===== src/rtl/usb_pkg.sv =====
// package: register map, field positions and timing for the serial line block
package usb_pkg;
  localparam logic [3:0] USB_ADR_CTRL = 4'h0;
  localparam logic [3:0] USB_ADR_MODE = 4'h1;
  localparam logic [3:0] USB_ADR_STAT = 4'h2;
  localparam logic [3:0] USB_ADR_TXH = 4'h3;
  localparam logic [3:0] USB_ADR_RXH = 4'h4;
  localparam logic [3:0] USB_ADR_NERR = 4'h5;
  localparam logic [3:0] USB_ADR_BAUD = 4'h6;
  localparam logic [3:0] USB_ADR_TGRD = 4'h7;
  localparam logic [3:0] USB_ADR_DMA = 4'h8;
  // control bits
  localparam int USB_CR_RXEN = 4;
  localparam int USB_CR_RXDIS = 5;
  localparam int USB_CR_TXEN = 6;
  localparam int USB_CR_TXDIS = 7;
  localparam int USB_CR_STATUS_RESET_CMD = 8;
  localparam int USB_CR_START_BREAK_CMD = 9;
  localparam int USB_CR_STOP_BREAK_CMD = 10;
  // mode fields
  localparam int USB_MR_MODE_LSB = 0;
  localparam int USB_MR_CHAR_LENGTH_FIELD_LSB = 6;
  localparam int USB_MR_SYNC = 8;
  localparam int USB_MR_PAR_LSB = 9;
  localparam int USB_MR_NBSTOP = 12;
  localparam int USB_MR_MSB_FIRST_BIT = 16;
  localparam int USB_MR_NACK_INHIBIT_BIT = 20;
  localparam logic [3:0] USB_MODE_NORMAL = 4'h0;
  localparam logic [3:0] USB_MODE_HSHAKE = 4'h2;
  localparam logic [3:0] USB_MODE_T0 = 4'h4;
  localparam logic [3:0] USB_MODE_T1 = 4'h5;
  localparam logic [2:0] USB_PAR_EVEN = 3'h0;
  localparam logic [2:0] USB_PAR_ODD = 3'h1;
  localparam logic [2:0] USB_PAR_NONE = 3'h4;
  // status bits, then limits and timing
  localparam int USB_SR_RX_HOLDING_FULL_FLAG = 0;
  localparam int USB_SR_TX_HOLDING_FREE_FLAG = 1;
  localparam int USB_SR_RECEIVE_BREAK_FLAG = 2;
  localparam int USB_SR_FRAME = 6;
  localparam int USB_SR_PARITY_ERROR_FLAG = 7;
  localparam int USB_SR_TX_ALL_IDLE_FLAG = 9;
  localparam int USB_SR_CTS = 23;
  localparam logic [7:0] USB_NERR_MAX = 8'hFF;
  localparam logic [15:0] USB_BAUD_RST = 16'h0001;
  localparam logic [7:0] USB_BREAK_GAP = 8'h0C;
  localparam int USB_OVS = 16;
  localparam int USB_END_BRK_SMP = 2;
  localparam logic [3:0] USB_OVS_MID = 4'h7;
  typedef struct packed {
    logic [3:0] adr;
    logic we;
    logic [3:0] sel;
    logic [31:0] dat;
  } usb_req_t;
  typedef enum logic [5:0] {
    USB_TX_IDLE = 6'h01,
    USB_TX_START = 6'h02,
    USB_TX_DATA = 6'h04,
    USB_TX_PAR = 6'h08,
    USB_TX_STOP = 6'h10,
    USB_TX_GAP = 6'h20
  } usb_tx_st_t;
  typedef enum logic [4:0] {
    USB_RX_IDLE = 5'h01,
    USB_RX_START = 5'h02,
    USB_RX_DATA = 5'h04,
    USB_RX_STOP = 5'h08,
    USB_RX_BRK = 5'h10
  } usb_rx_st_t;
endpackage


===== src/rtl/usb_line.sv =====
// serial line block: framing, break, handshake and smart-card modes
// Operation
// - stop bit sampled low flags a framing error, except in T=0 mode
// - framing flag set mid stop bit, cleared by status reset write
// - break holds line low at least one character time
// - start break anytime, current character finishes, repeats ignored
// - early stop break still waits for minimum break length
// - break commands need transmit-ready; break start clears ready and empty
// - stop without start ignored; holding write during pending break ignored
// - after break line high 12 bit times or longer timeguard
// - all-zero character with low stop sets receive break, not framing
// - high of 2/16 bit, or one sample in sync mode, ends break and sets flag
// - mode value 0x2 selects hardware handshaking
// - rts high while receiver off or dma buffer complete
// - high cts stops transmitter after current character
// - mode 0x4 selects T=0, 0x5 selects T=1 smart card
// - smart card: data pin bidirectional, driven only when transmitting or sending a nack
// - smart card forces 8 data bits, even parity
// - inverse format complements data bits on the line
// - T=0 character ends in two-bit undriven guard time
// - T=0 parity error: one-bit low nack, character withheld, flag set
// - error counter saturates at 255, cleared on read
// - nack inhibit: no nack, character stored, receive ready rises
`timescale 1ns/1ns
`default_nettype none
module usb_line
  import usb_pkg::*;
(
  input wire logic clk_i,
  input wire logic rst_i,
  input wire logic cyc_i,
  input wire logic stb_i,
  input wire logic we_i,
  input wire logic [5:2] adr_i,
  input wire logic [3:0] sel_i,
  input wire logic [31:0] dat_i,
  output logic [31:0] dat_o,
  output logic ack_o,
  input wire logic rxd_i,
  output logic txd_o,
  output logic txd_oe_o,
  output logic sck_o,
  output logic rts_o,
  input wire logic cts_i,
  input wire logic dma_rx_done_i
);
  usb_req_t req;
  logic [31:0] mode_q, rdat_d;
  logic [15:0] baud_q, bdiv_q;
  logic [7:0] tgrd_q, nerr_q, txh_q, rxh_q, txsh_q, rxsh_q, gap_q;
  logic [3:0] tick_q, rtick_q;
  logic [3:0] tbit_q, rbit_q;
  logic os_tick, hit, wr, rd;
  logic rxen_q, txen_q, rx_holding_full_flag_q, tx_holding_free_flag_q, txbusy_q, frame_q, receive_break_flag_q, parity_error_flag_q;
  logic brk_pend_q, brk_on_q, brk_stop_q, brk_min_q, nack_q, sck_q, gap_brk_q;
  logic [3:0] mode_f;
  logic sc, t0, hs, inv, msb_first_bit, rx_in, par_bit, rx_par;
  logic [7:0] tx_bits;
  usb_tx_st_t tx_q;
  usb_rx_st_t rx_q;
  logic nack_drv_q;

  assign req = '{adr: adr_i, we: we_i, sel: sel_i, dat: dat_i};
  assign hit = cyc_i && stb_i && !ack_o;
  assign wr = hit && req.we && (req.sel == 4'hF);
  assign rd = hit && !req.we;
  assign mode_f = mode_q[USB_MR_MODE_LSB +: 4];
  // smart-card mode selection
  // card mode decode
  assign t0 = (mode_f == USB_MODE_T0);
  assign sc = t0 || (mode_f == USB_MODE_T1);
  assign hs = (mode_f == USB_MODE_HSHAKE);
  assign inv = sc && (mode_q[USB_MR_PAR_LSB +: 3] == USB_PAR_ODD);
  assign msb_first_bit = mode_q[USB_MR_MSB_FIRST_BIT];
  assign rx_in = sc ? (txd_oe_o ? txd_o : rxd_i) : rxd_i;
  assign os_tick = (bdiv_q == 16'h0000);
  assign tx_bits = inv ? ~txsh_q : txsh_q;
  assign par_bit = ^txsh_q;
  assign rx_par = ^rxsh_q;

  // baud oversampling divider, free running
  always_ff @(posedge clk_i) begin
    if (rst_i) begin
      bdiv_q <= 16'h0000;
      sck_q <= 1'b0;
    end else begin
      // reload with the divisor so one tick spans baud_q + 1 clocks
      bdiv_q <= os_tick ? baud_q : bdiv_q - 16'h0001;
      if (os_tick) begin
        sck_q <= sc ? ~sck_q : 1'b0;
      end
    end
  end

  // bus slave: one wait state, ack for one cycle
  always_ff @(posedge clk_i) begin
    if (rst_i) begin
      ack_o <= 1'b0;
      dat_o <= 32'h0000_0000;
    end else begin
      ack_o <= hit;
      dat_o <= rd ? rdat_d : 32'h0000_0000;
    end
  end

  always_comb begin
    rdat_d = 32'h0000_0000;
    case (req.adr)
      USB_ADR_MODE: rdat_d = mode_q;
      USB_ADR_STAT: begin
        rdat_d[USB_SR_RX_HOLDING_FULL_FLAG] = rx_holding_full_flag_q;
        rdat_d[USB_SR_TX_HOLDING_FREE_FLAG] = tx_holding_free_flag_q;
        rdat_d[USB_SR_RECEIVE_BREAK_FLAG] = receive_break_flag_q;
        rdat_d[USB_SR_FRAME] = frame_q;
        rdat_d[USB_SR_PARITY_ERROR_FLAG] = parity_error_flag_q;
        rdat_d[USB_SR_TX_ALL_IDLE_FLAG] = tx_holding_free_flag_q && !txbusy_q;
        rdat_d[USB_SR_CTS] = cts_i;
      end
      USB_ADR_RXH: rdat_d = {24'h000000, rxh_q};
      USB_ADR_NERR: rdat_d = {24'h000000, nerr_q};
      USB_ADR_BAUD: rdat_d = {16'h0000, baud_q};
      USB_ADR_TGRD: rdat_d = {24'h000000, tgrd_q};
      default: rdat_d = 32'h0000_0000;
    endcase
  end

  // configuration registers
  always_ff @(posedge clk_i) begin
    if (rst_i) begin
      mode_q <= 32'h0000_0000;
      baud_q <= USB_BAUD_RST;
      tgrd_q <= 8'h00;
      rxen_q <= 1'b0;
      txen_q <= 1'b0;
    end else if (wr) begin
      if (req.adr == USB_ADR_MODE) mode_q <= req.dat;
      if (req.adr == USB_ADR_BAUD) baud_q <= req.dat[15:0];
      if (req.adr == USB_ADR_TGRD) tgrd_q <= req.dat[7:0];
      if (req.adr == USB_ADR_CTRL) begin
        if (req.dat[USB_CR_RXEN]) rxen_q <= 1'b1;
        if (req.dat[USB_CR_RXDIS]) rxen_q <= 1'b0;
        if (req.dat[USB_CR_TXEN]) txen_q <= 1'b1;
        if (req.dat[USB_CR_TXDIS]) txen_q <= 1'b0;
      end
    end
  end

  // rts from receiver enable and dma
  always_ff @(posedge clk_i) begin
    if (rst_i) rts_o <= 1'b1;
    else rts_o <= hs ? (!rxen_q || dma_rx_done_i) : 1'b0;
  end

  // transmitter: holding register, break control and shifter
  logic cr_wr, stt, stp;
  assign cr_wr = wr && (req.adr == USB_ADR_CTRL);
  assign stt = cr_wr && req.dat[USB_CR_START_BREAK_CMD] && tx_holding_free_flag_q && !brk_pend_q && !brk_on_q;
  assign stp = cr_wr && req.dat[USB_CR_STOP_BREAK_CMD] && tx_holding_free_flag_q && brk_on_q;

  always_ff @(posedge clk_i) begin
    if (rst_i) begin
      tx_q <= USB_TX_IDLE;
      tx_holding_free_flag_q <= 1'b1;
      txbusy_q <= 1'b0;
      txh_q <= 8'h00;
      txsh_q <= 8'h00;
      tick_q <= 4'h0;
      tbit_q <= 4'h0;
      gap_q <= 8'h00;
      brk_pend_q <= 1'b0;
      brk_on_q <= 1'b0;
      brk_stop_q <= 1'b0;
      brk_min_q <= 1'b0;
      gap_brk_q <= 1'b0;
      txd_o <= 1'b1;
      txd_oe_o <= 1'b0;
    end else begin
      if (stt) brk_pend_q <= 1'b1;
      if (stp) brk_stop_q <= 1'b1;
      if (wr && req.adr == USB_ADR_TXH && tx_holding_free_flag_q && !brk_pend_q && !stt) begin
        txh_q <= req.dat[7:0];
        tx_holding_free_flag_q <= 1'b0;
      end
      if (os_tick) begin
        tick_q <= tick_q + 4'h1;
        case (tx_q)
          USB_TX_IDLE: begin
            txd_o <= 1'b1;
            txd_oe_o <= !sc;
            txbusy_q <= 1'b0;
            if (brk_pend_q) begin
              brk_pend_q <= 1'b0;
              brk_on_q <= 1'b1;
              brk_min_q <= 1'b0;
              // break start clears ready and empty
              tx_holding_free_flag_q <= 1'b0;
              txbusy_q <= 1'b1;
              txsh_q <= 8'h00;
              tx_q <= USB_TX_START;
              tick_q <= 4'h0;
            end else if (!tx_holding_free_flag_q && txen_q && !(hs && cts_i)) begin
              txsh_q <= txh_q;
              tx_holding_free_flag_q <= 1'b1;
              txbusy_q <= 1'b1;
              tx_q <= USB_TX_START;
              tick_q <= 4'h0;
            end
          end
          USB_TX_START: begin
            txd_o <= 1'b0;
            txd_oe_o <= 1'b1;
            if (tick_q == 4'hF) begin
              tx_q <= USB_TX_DATA;
              tbit_q <= 4'h0;
              // break left holding register, so stop can be taken
              if (brk_on_q) tx_holding_free_flag_q <= 1'b1;
            end
          end
          USB_TX_DATA: begin
            txd_o <= brk_on_q ? 1'b0 : (msb_first_bit ? tx_bits[7 - tbit_q[2:0]] : tx_bits[tbit_q[2:0]]);
            if (tick_q == 4'hF) begin
              tbit_q <= tbit_q + 4'h1;
              if (tbit_q == 4'h7) tx_q <= USB_TX_PAR;
            end
          end
          USB_TX_PAR: begin
            txd_o <= brk_on_q ? 1'b0 : (inv ? ~par_bit : par_bit);
            if (tick_q == 4'hF) begin
              tx_q <= USB_TX_STOP;
              tbit_q <= 4'h0;
            end
          end
          USB_TX_STOP: begin
            txd_o <= !brk_on_q;
            txd_oe_o <= !sc || brk_on_q;
            if (tick_q == 4'hF) begin
              tbit_q <= tbit_q + 4'h1;
              if (brk_on_q) begin
                // minimum break then wait for stop
                brk_min_q <= 1'b1;
                tbit_q <= 4'h0;
                if (brk_stop_q) begin
                  brk_on_q <= 1'b0;
                  brk_stop_q <= 1'b0;
                  gap_brk_q <= 1'b1;
                  gap_q <= 8'h00;
                  tx_q <= USB_TX_GAP;
                end
              end else if (tbit_q == (t0 ? 4'h1 : {3'h0, mode_q[USB_MR_NBSTOP]})) begin
                gap_brk_q <= 1'b0;
                gap_q <= 8'h00;
                tx_q <= USB_TX_GAP;
              end
            end
          end
          USB_TX_GAP: begin
            txd_o <= 1'b1;
            txd_oe_o <= !sc;
            if (tick_q == 4'hF) gap_q <= gap_q + 8'h01;
            if (!gap_brk_q || (gap_q >= USB_BREAK_GAP && gap_q >= tgrd_q)) begin
              tx_q <= USB_TX_IDLE;
            end
          end
          default: tx_q <= USB_TX_IDLE;
        endcase
      end
      // nack overrides the idle card line
      if (nack_drv_q) begin
        txd_o <= 1'b0;
        txd_oe_o <= 1'b1;
      end
    end
  end
  assign sck_o = sck_q;

  // receiver with oversampled bit centre and break tracking
  logic rx_s, nack_on;
  assign rx_s = rx_in;
  assign nack_on = t0 && !mode_q[USB_MR_NACK_INHIBIT_BIT];
  always_ff @(posedge clk_i) begin
    if (rst_i) begin
      rx_q <= USB_RX_IDLE;
      rtick_q <= 4'h0;
      rbit_q <= 4'h0;
      rxsh_q <= 8'h00;
      rxh_q <= 8'h00;
      rx_holding_full_flag_q <= 1'b0;
      frame_q <= 1'b0;
      receive_break_flag_q <= 1'b0;
      parity_error_flag_q <= 1'b0;
      nerr_q <= 8'h00;
      nack_q <= 1'b0;
    end else begin
      if (cr_wr && req.dat[USB_CR_STATUS_RESET_CMD]) begin
        frame_q <= 1'b0;
        receive_break_flag_q <= 1'b0;
        parity_error_flag_q <= 1'b0;
      end
      if (rd && req.adr == USB_ADR_NERR) nerr_q <= 8'h00;
      if (rd && req.adr == USB_ADR_RXH) rx_holding_full_flag_q <= 1'b0;
      if (os_tick && rxen_q) begin
        rtick_q <= rtick_q + 4'h1;
        case (rx_q)
          USB_RX_IDLE: begin
            if (!rx_s) begin
              rx_q <= USB_RX_START;
              rtick_q <= 4'h0;
            end
          end
          USB_RX_START: begin
            if (rtick_q == USB_OVS_MID) begin
              rx_q <= rx_s ? USB_RX_IDLE : USB_RX_DATA;
              rtick_q <= 4'h8;
              rbit_q <= 4'h0;
            end
          end
          USB_RX_DATA: begin
            if (rtick_q == USB_OVS_MID) begin
              rbit_q <= rbit_q + 4'h1;
              if (rbit_q < 4'h8) begin
                if (msb_first_bit) rxsh_q <= {rxsh_q[6:0], rx_s ^ inv};
                else rxsh_q <= {rx_s ^ inv, rxsh_q[7:1]};
              end else begin
                nack_q <= (rx_par ^ rx_s ^ inv);
                rx_q <= USB_RX_STOP;
              end
            end
          end
          USB_RX_STOP: begin
            if (rtick_q == USB_OVS_MID) begin
              rx_q <= USB_RX_IDLE;
              if (!rx_s && rxsh_q == 8'h00 && !nack_q) begin
                receive_break_flag_q <= 1'b1;
                rx_q <= USB_RX_BRK;
              end else if (!rx_s && !t0) begin
                frame_q <= 1'b1;
              end else if (nack_q && sc) begin
                parity_error_flag_q <= 1'b1;
                if (nerr_q != USB_NERR_MAX) nerr_q <= nerr_q + 8'h01;
                if (!nack_on) begin
                  rxh_q <= rxsh_q;
                  rx_holding_full_flag_q <= 1'b1;
                end
              end else begin
                rxh_q <= rxsh_q;
                rx_holding_full_flag_q <= 1'b1;
              end
            end
          end
          USB_RX_BRK: begin
            if (!rx_s) rtick_q <= 4'h0;
            else if (mode_q[USB_MR_SYNC] || rtick_q == 4'(USB_END_BRK_SMP - 1)) begin
              receive_break_flag_q <= 1'b1;
              rx_q <= USB_RX_IDLE;
            end
          end
          default: rx_q <= USB_RX_IDLE;
        endcase
      end
    end
  end

  // nack driven on the shared line; transmitter is off by software contract
  logic [4:0] nack_cnt_q;
  always_ff @(posedge clk_i) begin
    if (rst_i) begin
      nack_drv_q <= 1'b0;
      nack_cnt_q <= 5'h00;
    end else if (os_tick) begin
      if (rx_q == USB_RX_STOP && rtick_q == 4'h8 && nack_q && nack_on) begin
        nack_drv_q <= 1'b1;
        nack_cnt_q <= 5'h00;
      end else if (nack_drv_q) begin
        nack_cnt_q <= nack_cnt_q + 5'h01;
        if (nack_cnt_q == 5'(USB_OVS - 1)) nack_drv_q <= 1'b0;
      end
    end
  end
  // framing flag only rises on a low stop
  frame_src_a: assert property (@(posedge clk_i) disable iff (rst_i)
    $rose(frame_q) |-> $past(rx_q) == USB_RX_STOP && !$past(rx_s))
    else $error("framing flag without low stop");
  frame_hold_a: assert property (@(posedge clk_i) disable iff (rst_i)
    frame_q && !(cr_wr && req.dat[USB_CR_STATUS_RESET_CMD]) |=> frame_q)
    else $error("framing flag lost");
  brk_once_a: assert property (@(posedge clk_i) disable iff (rst_i)
    brk_on_q && cr_wr && req.dat[USB_CR_START_BREAK_CMD] |=> !brk_pend_q)
    else $error("break restarted");
  brk_rdy_a: assert property (@(posedge clk_i) disable iff (rst_i)
    os_tick && tx_q == USB_TX_IDLE && brk_pend_q |=> !tx_holding_free_flag_q && brk_on_q)
    else $error("break start mishandled");
  brk_stop_a: assert property (@(posedge clk_i) disable iff (rst_i)
    !brk_on_q |-> !stp)
    else $error("stop without break");
  rts_hs_a: assert property (@(posedge clk_i) disable iff (rst_i)
    hs && !rxen_q ##1 hs |-> rts_o)
    else $error("rts low with receiver off");
  nerr_sat_a: assert property (@(posedge clk_i) disable iff (rst_i)
    nerr_q == USB_NERR_MAX && !rd |=> nerr_q == USB_NERR_MAX)
    else $error("error count wrapped");
  brk_low_a: assert property (@(posedge clk_i) disable iff (rst_i)
    brk_on_q && tx_q == USB_TX_DATA |=> !txd_o)
    else $error("break line high");
endmodule
`default_nettype wire


===== config.mk =====
export PLATFORM = sky130hd
export DESIGN_NAME = usb_line
export DESIGN_NICKNAME = d
export VERILOG_FILES = /design/src/rtl/usb_pkg.sv /design/src/rtl/usb_line.sv
export SDC_FILE = /design/constraint.sdc
export NUM_CORES = 1
export LEC_CHECK = 0
export BUFFER_PORTS_ARGS = -buffer_cell sky130_fd_sc_hd__buf_2
export CAP_MARGIN = 10
export CELL_PAD_IN_SITES_DETAIL_PLACEMENT = 1
export CELL_PAD_IN_SITES_GLOBAL_PLACEMENT = 2
export CORE_ASPECT_RATIO = 2
export CORE_MARGIN = 5
export CORE_UTILIZATION = 33
export DETAILED_ROUTE_END_ITERATION = 6
export GPL_ROUTABILITY_DRIVEN = 0
export PLACE_DENSITY = 0.77
export RECOVER_POWER = 25
export SYNTH_ARGS = -nofsm -noshare
export SYNTH_HDL_FRONTEND = slang
export SYNTH_SLANG_ARGS = --single-unit

===== constraint.sdc =====
create_clock -name clk_i -period 2.5 [get_ports clk_i]
set_input_delay 0.5 -clock clk_i [delete_from_list [all_inputs] [get_ports clk_i]]
set_output_delay 0.5 -clock clk_i [all_outputs]
set_load 0.05 [all_outputs]

# == Word-level counts from Yosys, hierarchy flattened ==
# Cells that the tools add are included.
# totals
regBits,203
word_cells,359
input_bits,48
out_inout_bits,37
# op_classes
mux,147
order_cmp,5
eq_ne,52
add_sub_neg,9
bitwise_logic,11
n_reduce_logical,97
# ops
op,n
8-bit 2-to-1 mux,19
1-bit 2-to-1 mux,74
6-bit 2-to-1 mux,11
5-bit 2-to-1 mux,10
4-bit 2-to-1 mux,11
6-bit one-hot mux with 6 select lines,1
1-bit logical AND,35
"4-bit by 3-bit == test with 1-bit output, second input constant",8
"32-bit by 4-bit < comparator with 1-bit output, second input constant",1
"2-bit inequality test, second input constant",16
13-bit one-hot mux with 2 select lines,1
5-bit one-hot mux with 5 select lines,1
3-bit one-hot mux with 6 select lines,1
2-bit nonzero test,9
"4-bit by 1-bit adder with 4-bit output, second input constant",4
"8-bit by 1-bit adder with 8-bit output, second input constant",2
16-bit zero test,1
16-bit 2-to-1 mux,1
4-bit one-hot mux with 2 select lines,2
8-bit one-hot mux with 2 select lines,1
4-bit AND reduction,4
8-bit parity,2
"16-bit by 1-bit subtractor with 16-bit output, second input constant",1
1-bit zero test,15
other kinds (50),90

# == Depth between registers and ports, before layout ==
# depth
depth_word,16
mapped_depth,9
ltp_nobuf,8

# == Worst setup path before layout ==
# OpenSTA, ideal clock, no wires.
# synth_timing
kind,register to register
startpoint,register txd_oe_o
endpoint,register rx_q[0]
path_stages_with_launch,7
synth_period_minus_slack_ns,2.447
path_buffers,0
t_arrival_ns,2.385
slack_ns,0.053
required_time_ns,2.438
setup_ns,0.062
path_cell_list,dfxtp_1 and4bb_2 mux2i_1 nor2_1 a2111oi_4 or4b_1 nand3_1
# synth_between
elab_chain_len,8
word_cells_on_any_way,13
cone_classes,eq/ne: 2; mux: 7; reduce/logical: 4
# synth_rtl
item,line_no,source
"start, declared",usb_line.sv:41,"output logic txd_oe_o,"
"start signal, assigned",usb_line.sv:189,txd_oe_o <= !sc;
"start signal, assigned",usb_line.sv:235,txd_oe_o <= !sc || brk_on_q;
"start signal, assigned",usb_line.sv:258,txd_oe_o <= !sc;
1-bit 2-to-1 mux * (2 in series),usb_line.sv:75,assign rx_in = sc ? (txd_oe_o ? txd_o : rxd_i) : rxd_i;
1-bit zero test,n/a,
1-bit logical AND (2 in series),usb_line.sv:332,if (!rx_s && rxsh_q == 8'h00 && !nack_q) begin
5-bit 2-to-1 mux,usb_line.sv:332,
5-bit 2-to-1 mux,usb_line.sv:330,if (rtick_q == USB_OVS_MID) begin
5-bit one-hot mux with 5 select lines,usb_line.sv:303,case (rx_q)
"end signal, assigned",usb_line.sv:312,rx_q <= rx_s ? USB_RX_IDLE : USB_RX_DATA;
"end, declared",usb_line.sv:60,usb_rx_st_t rx_q;
# Every way passes the cells marked *; elsewhere a longest branch is shown, timed or not. The select of a mux whose other input is x is not followed.
# A chain may end at the register's enable or synchronous reset.

# == Worst setup path in the final report ==
# layout_timing
startpoint,register bdiv_q[3]
endpoint,register rx_q[4]
# layout_between
elab_chain_len,3
# layout_rtl
item,line_no,source
"start, declared",usb_line.sv:49,"logic [15:0] baud_q, bdiv_q;"
"start signal, assigned",usb_line.sv:88,bdiv_q <= os_tick ? baud_q : bdiv_q - 16'h0001;
16-bit zero test,usb_line.sv:76,assign os_tick = (bdiv_q == 16'h0000);
1-bit logical AND,usb_line.sv:301,if (os_tick && rxen_q) begin
8-bit AND reduction (no line),n/a,
# Every way passes these cells.

==> impl_metrics.yaml <==
detailed_routing:
  wl_um: 33300
  routed_wire_length_per_instance_um: 20.5
  routed-via-count: 8842
  drc_errors: 0
  post_drt_via_cell_ratio: 5.43
  antenna_left: 0
  detail_route.first_pass.iterations: 4
  first_iter_violations: 344
worst_hold_path:
  min_delay_worst_endpoint: "mode_q[30]$_SDFFE_PP0P_"
  hold_path_origin: "dat_i[30]"
  hp-class: "input pin to flop"
  min_path_cells: 3
cells_and_area:
  nNetsFinal: 1327
  multi_input_comb_area_sq_um: 5240
  synthToLayoutAreaGrowth_pct: 19.8
  design_area_sq_um: 11500
  number_of_inserted_diodes: 0
  drive_above_1_share_pct: 15.0
  fillerInstances: 3454
  reg_area_sq_um: 4070
  layout.cells.non_filler: 1628
global_route:
  grt_start_max_net_pins: 65
  global_route.usage.total_pct: 20.1
  first_pass_grt_wire_length_um: 52000
  grt-ovfl-total: 0
  number_of_global_route_vias_before_repair: 9487
  antenna_found_initial: 0
timing:
  whs_ps: 234
  grt_setup_unrepaired: "yes"
  slew_headroom_pct: 3.41
  min_period_over_period_pct: 99.2
  timing_hold_violations_final: 0
  fin_skew_ps: 13.5
  report.final.slew_viol_count: 0
  finalWorstSetupSlack_ps: 18.8
  post_layout_min_period_ps: 2480
  tightest_slew_ps: 1450
  setup_viol: 0
  fmaxAchievable_mhz: 403
placement:
  place_worst_setup_slack_ps: 6.97
  place_area_sq_um: 10900
  port-buffer-count: 84
  dp.cells: 1589
  dp_hpwl_um: 25600
logic_synthesis:
  synth_flop_cell: "sky130_fd_sc_hd__dfxtp_1"
  synth_nets: 1205
  ys_seq_area_share_pct: 42.2
  synth.yosys.warnings: 0
  netlist_top_cells_area: "sky130_fd_sc_hd__dfxtp_1, sky130_fd_sc_hd__nand2_1, sky130_fd_sc_hd__a21oi_1"
  synth_cell_types: 72
  avgSynthCellArea_sq_um: 8.50
  ys_ff_latch: 203
  synth_top_area_share_pct: 42.2
  most_used_standard_cells_in_the_synthesized_netlist: "sky130_fd_sc_hd__dfxtp_1, sky130_fd_sc_hd__nand2_1, sky130_fd_sc_hd__nor2_1"
  synthesis.instances: 1133
  synth_edf_count: 0
  syn_area_sq_um: 9630
  synth_largest_area_cell: "sky130_fd_sc_hd__dfxtp_1"
  dominant_cell_by_count_in_the_synthesized_netlist: "sky130_fd_sc_hd__dfxtp_1"
  synthArstFlopShare_pct: 0
cts:
  clkSlewWorstSetupHoldPaths_ps: 70
  numCtsBuffers: 21
  post_cts_hold_buffer_count: 0
  htreeDepth: 1
  worst_skew_pair.late_latency_ps: 510
  max-clock-path-buffers: 3
  root_driver: "sky130_fd_sc_hd__clkbuf_16"
  clkSinkCount: 203
  tritoncts: "built"
floorplan:
  initial_core_util_pct: 33.4
  design.core.area_sq_um: 28800
  fp.dieW_um: 131
  i_o_pin_cnt: 85
  rows: 88
  floorplan.die.height_um: 252
  die_area_sq_um: 32900
setup_path:
  worstSetupStartpointType: "flop"
  worstSetupEndpointType: "flop"
  cp_data_arrival_time_ps: 2930
  worst_ep_required_time_ps: 2950
  crit-reg2reg-launch: "bdiv_q[3]$_SDFF_PP0_"
  timing.reg2reg.setup_slack_ps: 20
  r2r-end: "rx_q[4]$_SDFFE_PP0P_"
  r2r.worst_path.cells: 8
  path_class: "flop to flop"
  crit_path_max_fanout: 5
pwr:
  total_leakage_power_nw: 4.34
  ir_drop_uv: 476
  p_per_area_nw_per_um2: 708
job:
  max-cap-violations: 0
status:
  outcome: "finished, final reports clean"
==> registers in the layout, summed over array words and instances, names as in the netlist, 4 cells and up <==
| register | cells |
|---|---|
| baud_q | 16 |
| tgrd_q | 8 |
| rxsh_q | 8 |
| nerr_q | 8 |
| tick_q | 4 |
| txh_q | 8 |
| rtick_q | 4 |
| bdiv_q | 16 |
| rx_q | 5 |
| tbit_q | 4 |
| rbit_q | 4 |
| rxh_q | 8 |
| dat_o | 32 |
| txsh_q | 8 |
| gap_q | 8 |
| tx_q | 6 |
| nack_cnt_q | 5 |
| mode_q | 32 |
==> critical path: stages (launching register included) <==
cell,delay (ps)
sky130_fd_sc_hd__dfxtp_4,350
sky130_fd_sc_hd__or4_4,580
sky130_fd_sc_hd__nor4b_4,300
sky130_fd_sc_hd__buf_4,170
sky130_fd_sc_hd__nand3_4,90
sky130_fd_sc_hd__a2111oi_4,340
sky130_fd_sc_hd__buf_4,210
sky130_fd_sc_hd__mux2_4,310
sky130_fd_sc_hd__nor2_2,70
==> where the power goes <==
group | internal (mW) | leakage, nW | switching (mW)
Combinational | 0.646 | 2.39 | 0.954
Sequential | 3.37 | 1.64 | 0.150
Clock | 1.74 | 0.315 | 1.31
==> final cells by class <==
type                       instances  area share, %
multi-input combinational        834           45.4
sequential                       203           35.3
timing repair buffer             160           8.71
clock buffer                      31           5.14
tap                              360           3.90
inverter                          35           1.14
clock inverter                     5          0.455
==> layout by cell type, fill, tap and decap left out, types with 35 or more instances in the layout <==
cell,count
sky130_fd_sc_hd__nor2_1,106
sky130_fd_sc_hd__o21ai_0,36
sky130_fd_sc_hd__buf_2,47
sky130_fd_sc_hd__clkbuf_1,45
sky130_fd_sc_hd__dfxtp_1,202
sky130_fd_sc_hd__mux2i_1,45
sky130_fd_sc_hd__buf_4,68
sky130_fd_sc_hd__inv_1,35
sky130_fd_sc_hd__nand2_1,162
sky130_fd_sc_hd__a21oi_1,106
==> routing by layer <==
metal	global-route usage, %	routed length, um
met5	0	0
met3	2.33	1010
met2	39.4	18700
met4	10.1	1790
met1	20.1	11800
==> cell families after synthesis <==
logic type      synth area share (%)
fa+ha+maj                       3.12
buf+inv                         3.77
mux                             7.36
flops                           42.2
simple gates                    24.9
compound gates                  15.8
xor+xnor                        2.91
==> repair_timing <==
action,4_1_cts,5_1_grt
endpoints found under the setup margin,1,18
resized for setup,1,10
setup buffers,0,3
pin swaps,0,3
==> worst max-delay path by stage <==
stage / from / endpoint / slack, ps / depth (start not counted)
6_report: bdiv_q[3]$_SDFF_PP0_ / rx_q[4]$_SDFFE_PP0P_ / 20 / 8
4_1_cts: bdiv_q[8]$_SDFF_PP0_ / rx_q[4]$_SDFFE_PP0P_ / 40 / 8
2_1_floorplan: txd_oe_o$_SDFFE_PP0P_ / rx_q[0]$_SDFFE_PP1P_ / 50 / 6
5_1_grt: bdiv_q[3]$_SDFF_PP0_ / rx_q[4]$_SDFFE_PP0P_ / -70 / 8
3_3_place_gp: bdiv_q[3]$_SDFF_PP0_ / nerr_q[2]$_SDFF_PP0_ / 90 / 8
3_5_place_dp: bdiv_q[3]$_SDFF_PP0_ / nerr_q[2]$_SDFF_PP0_ / 7 / 8
==> metrics by stage <==
stage / total power, mW / utilization [%] / setup TNS [ps]
finish: 8.17 / 40.0 / 0
detailed placement: 5.15 / 37.7 / 0
global placement: 5.13 / 37.7 / 0
CTS: 8.27 / 40.0 / 0
floorplan: 4.52 / - / 0
global route: 8.53 / 40.0 / -542
Note: power is estimated with default switching activity, not from simulation.
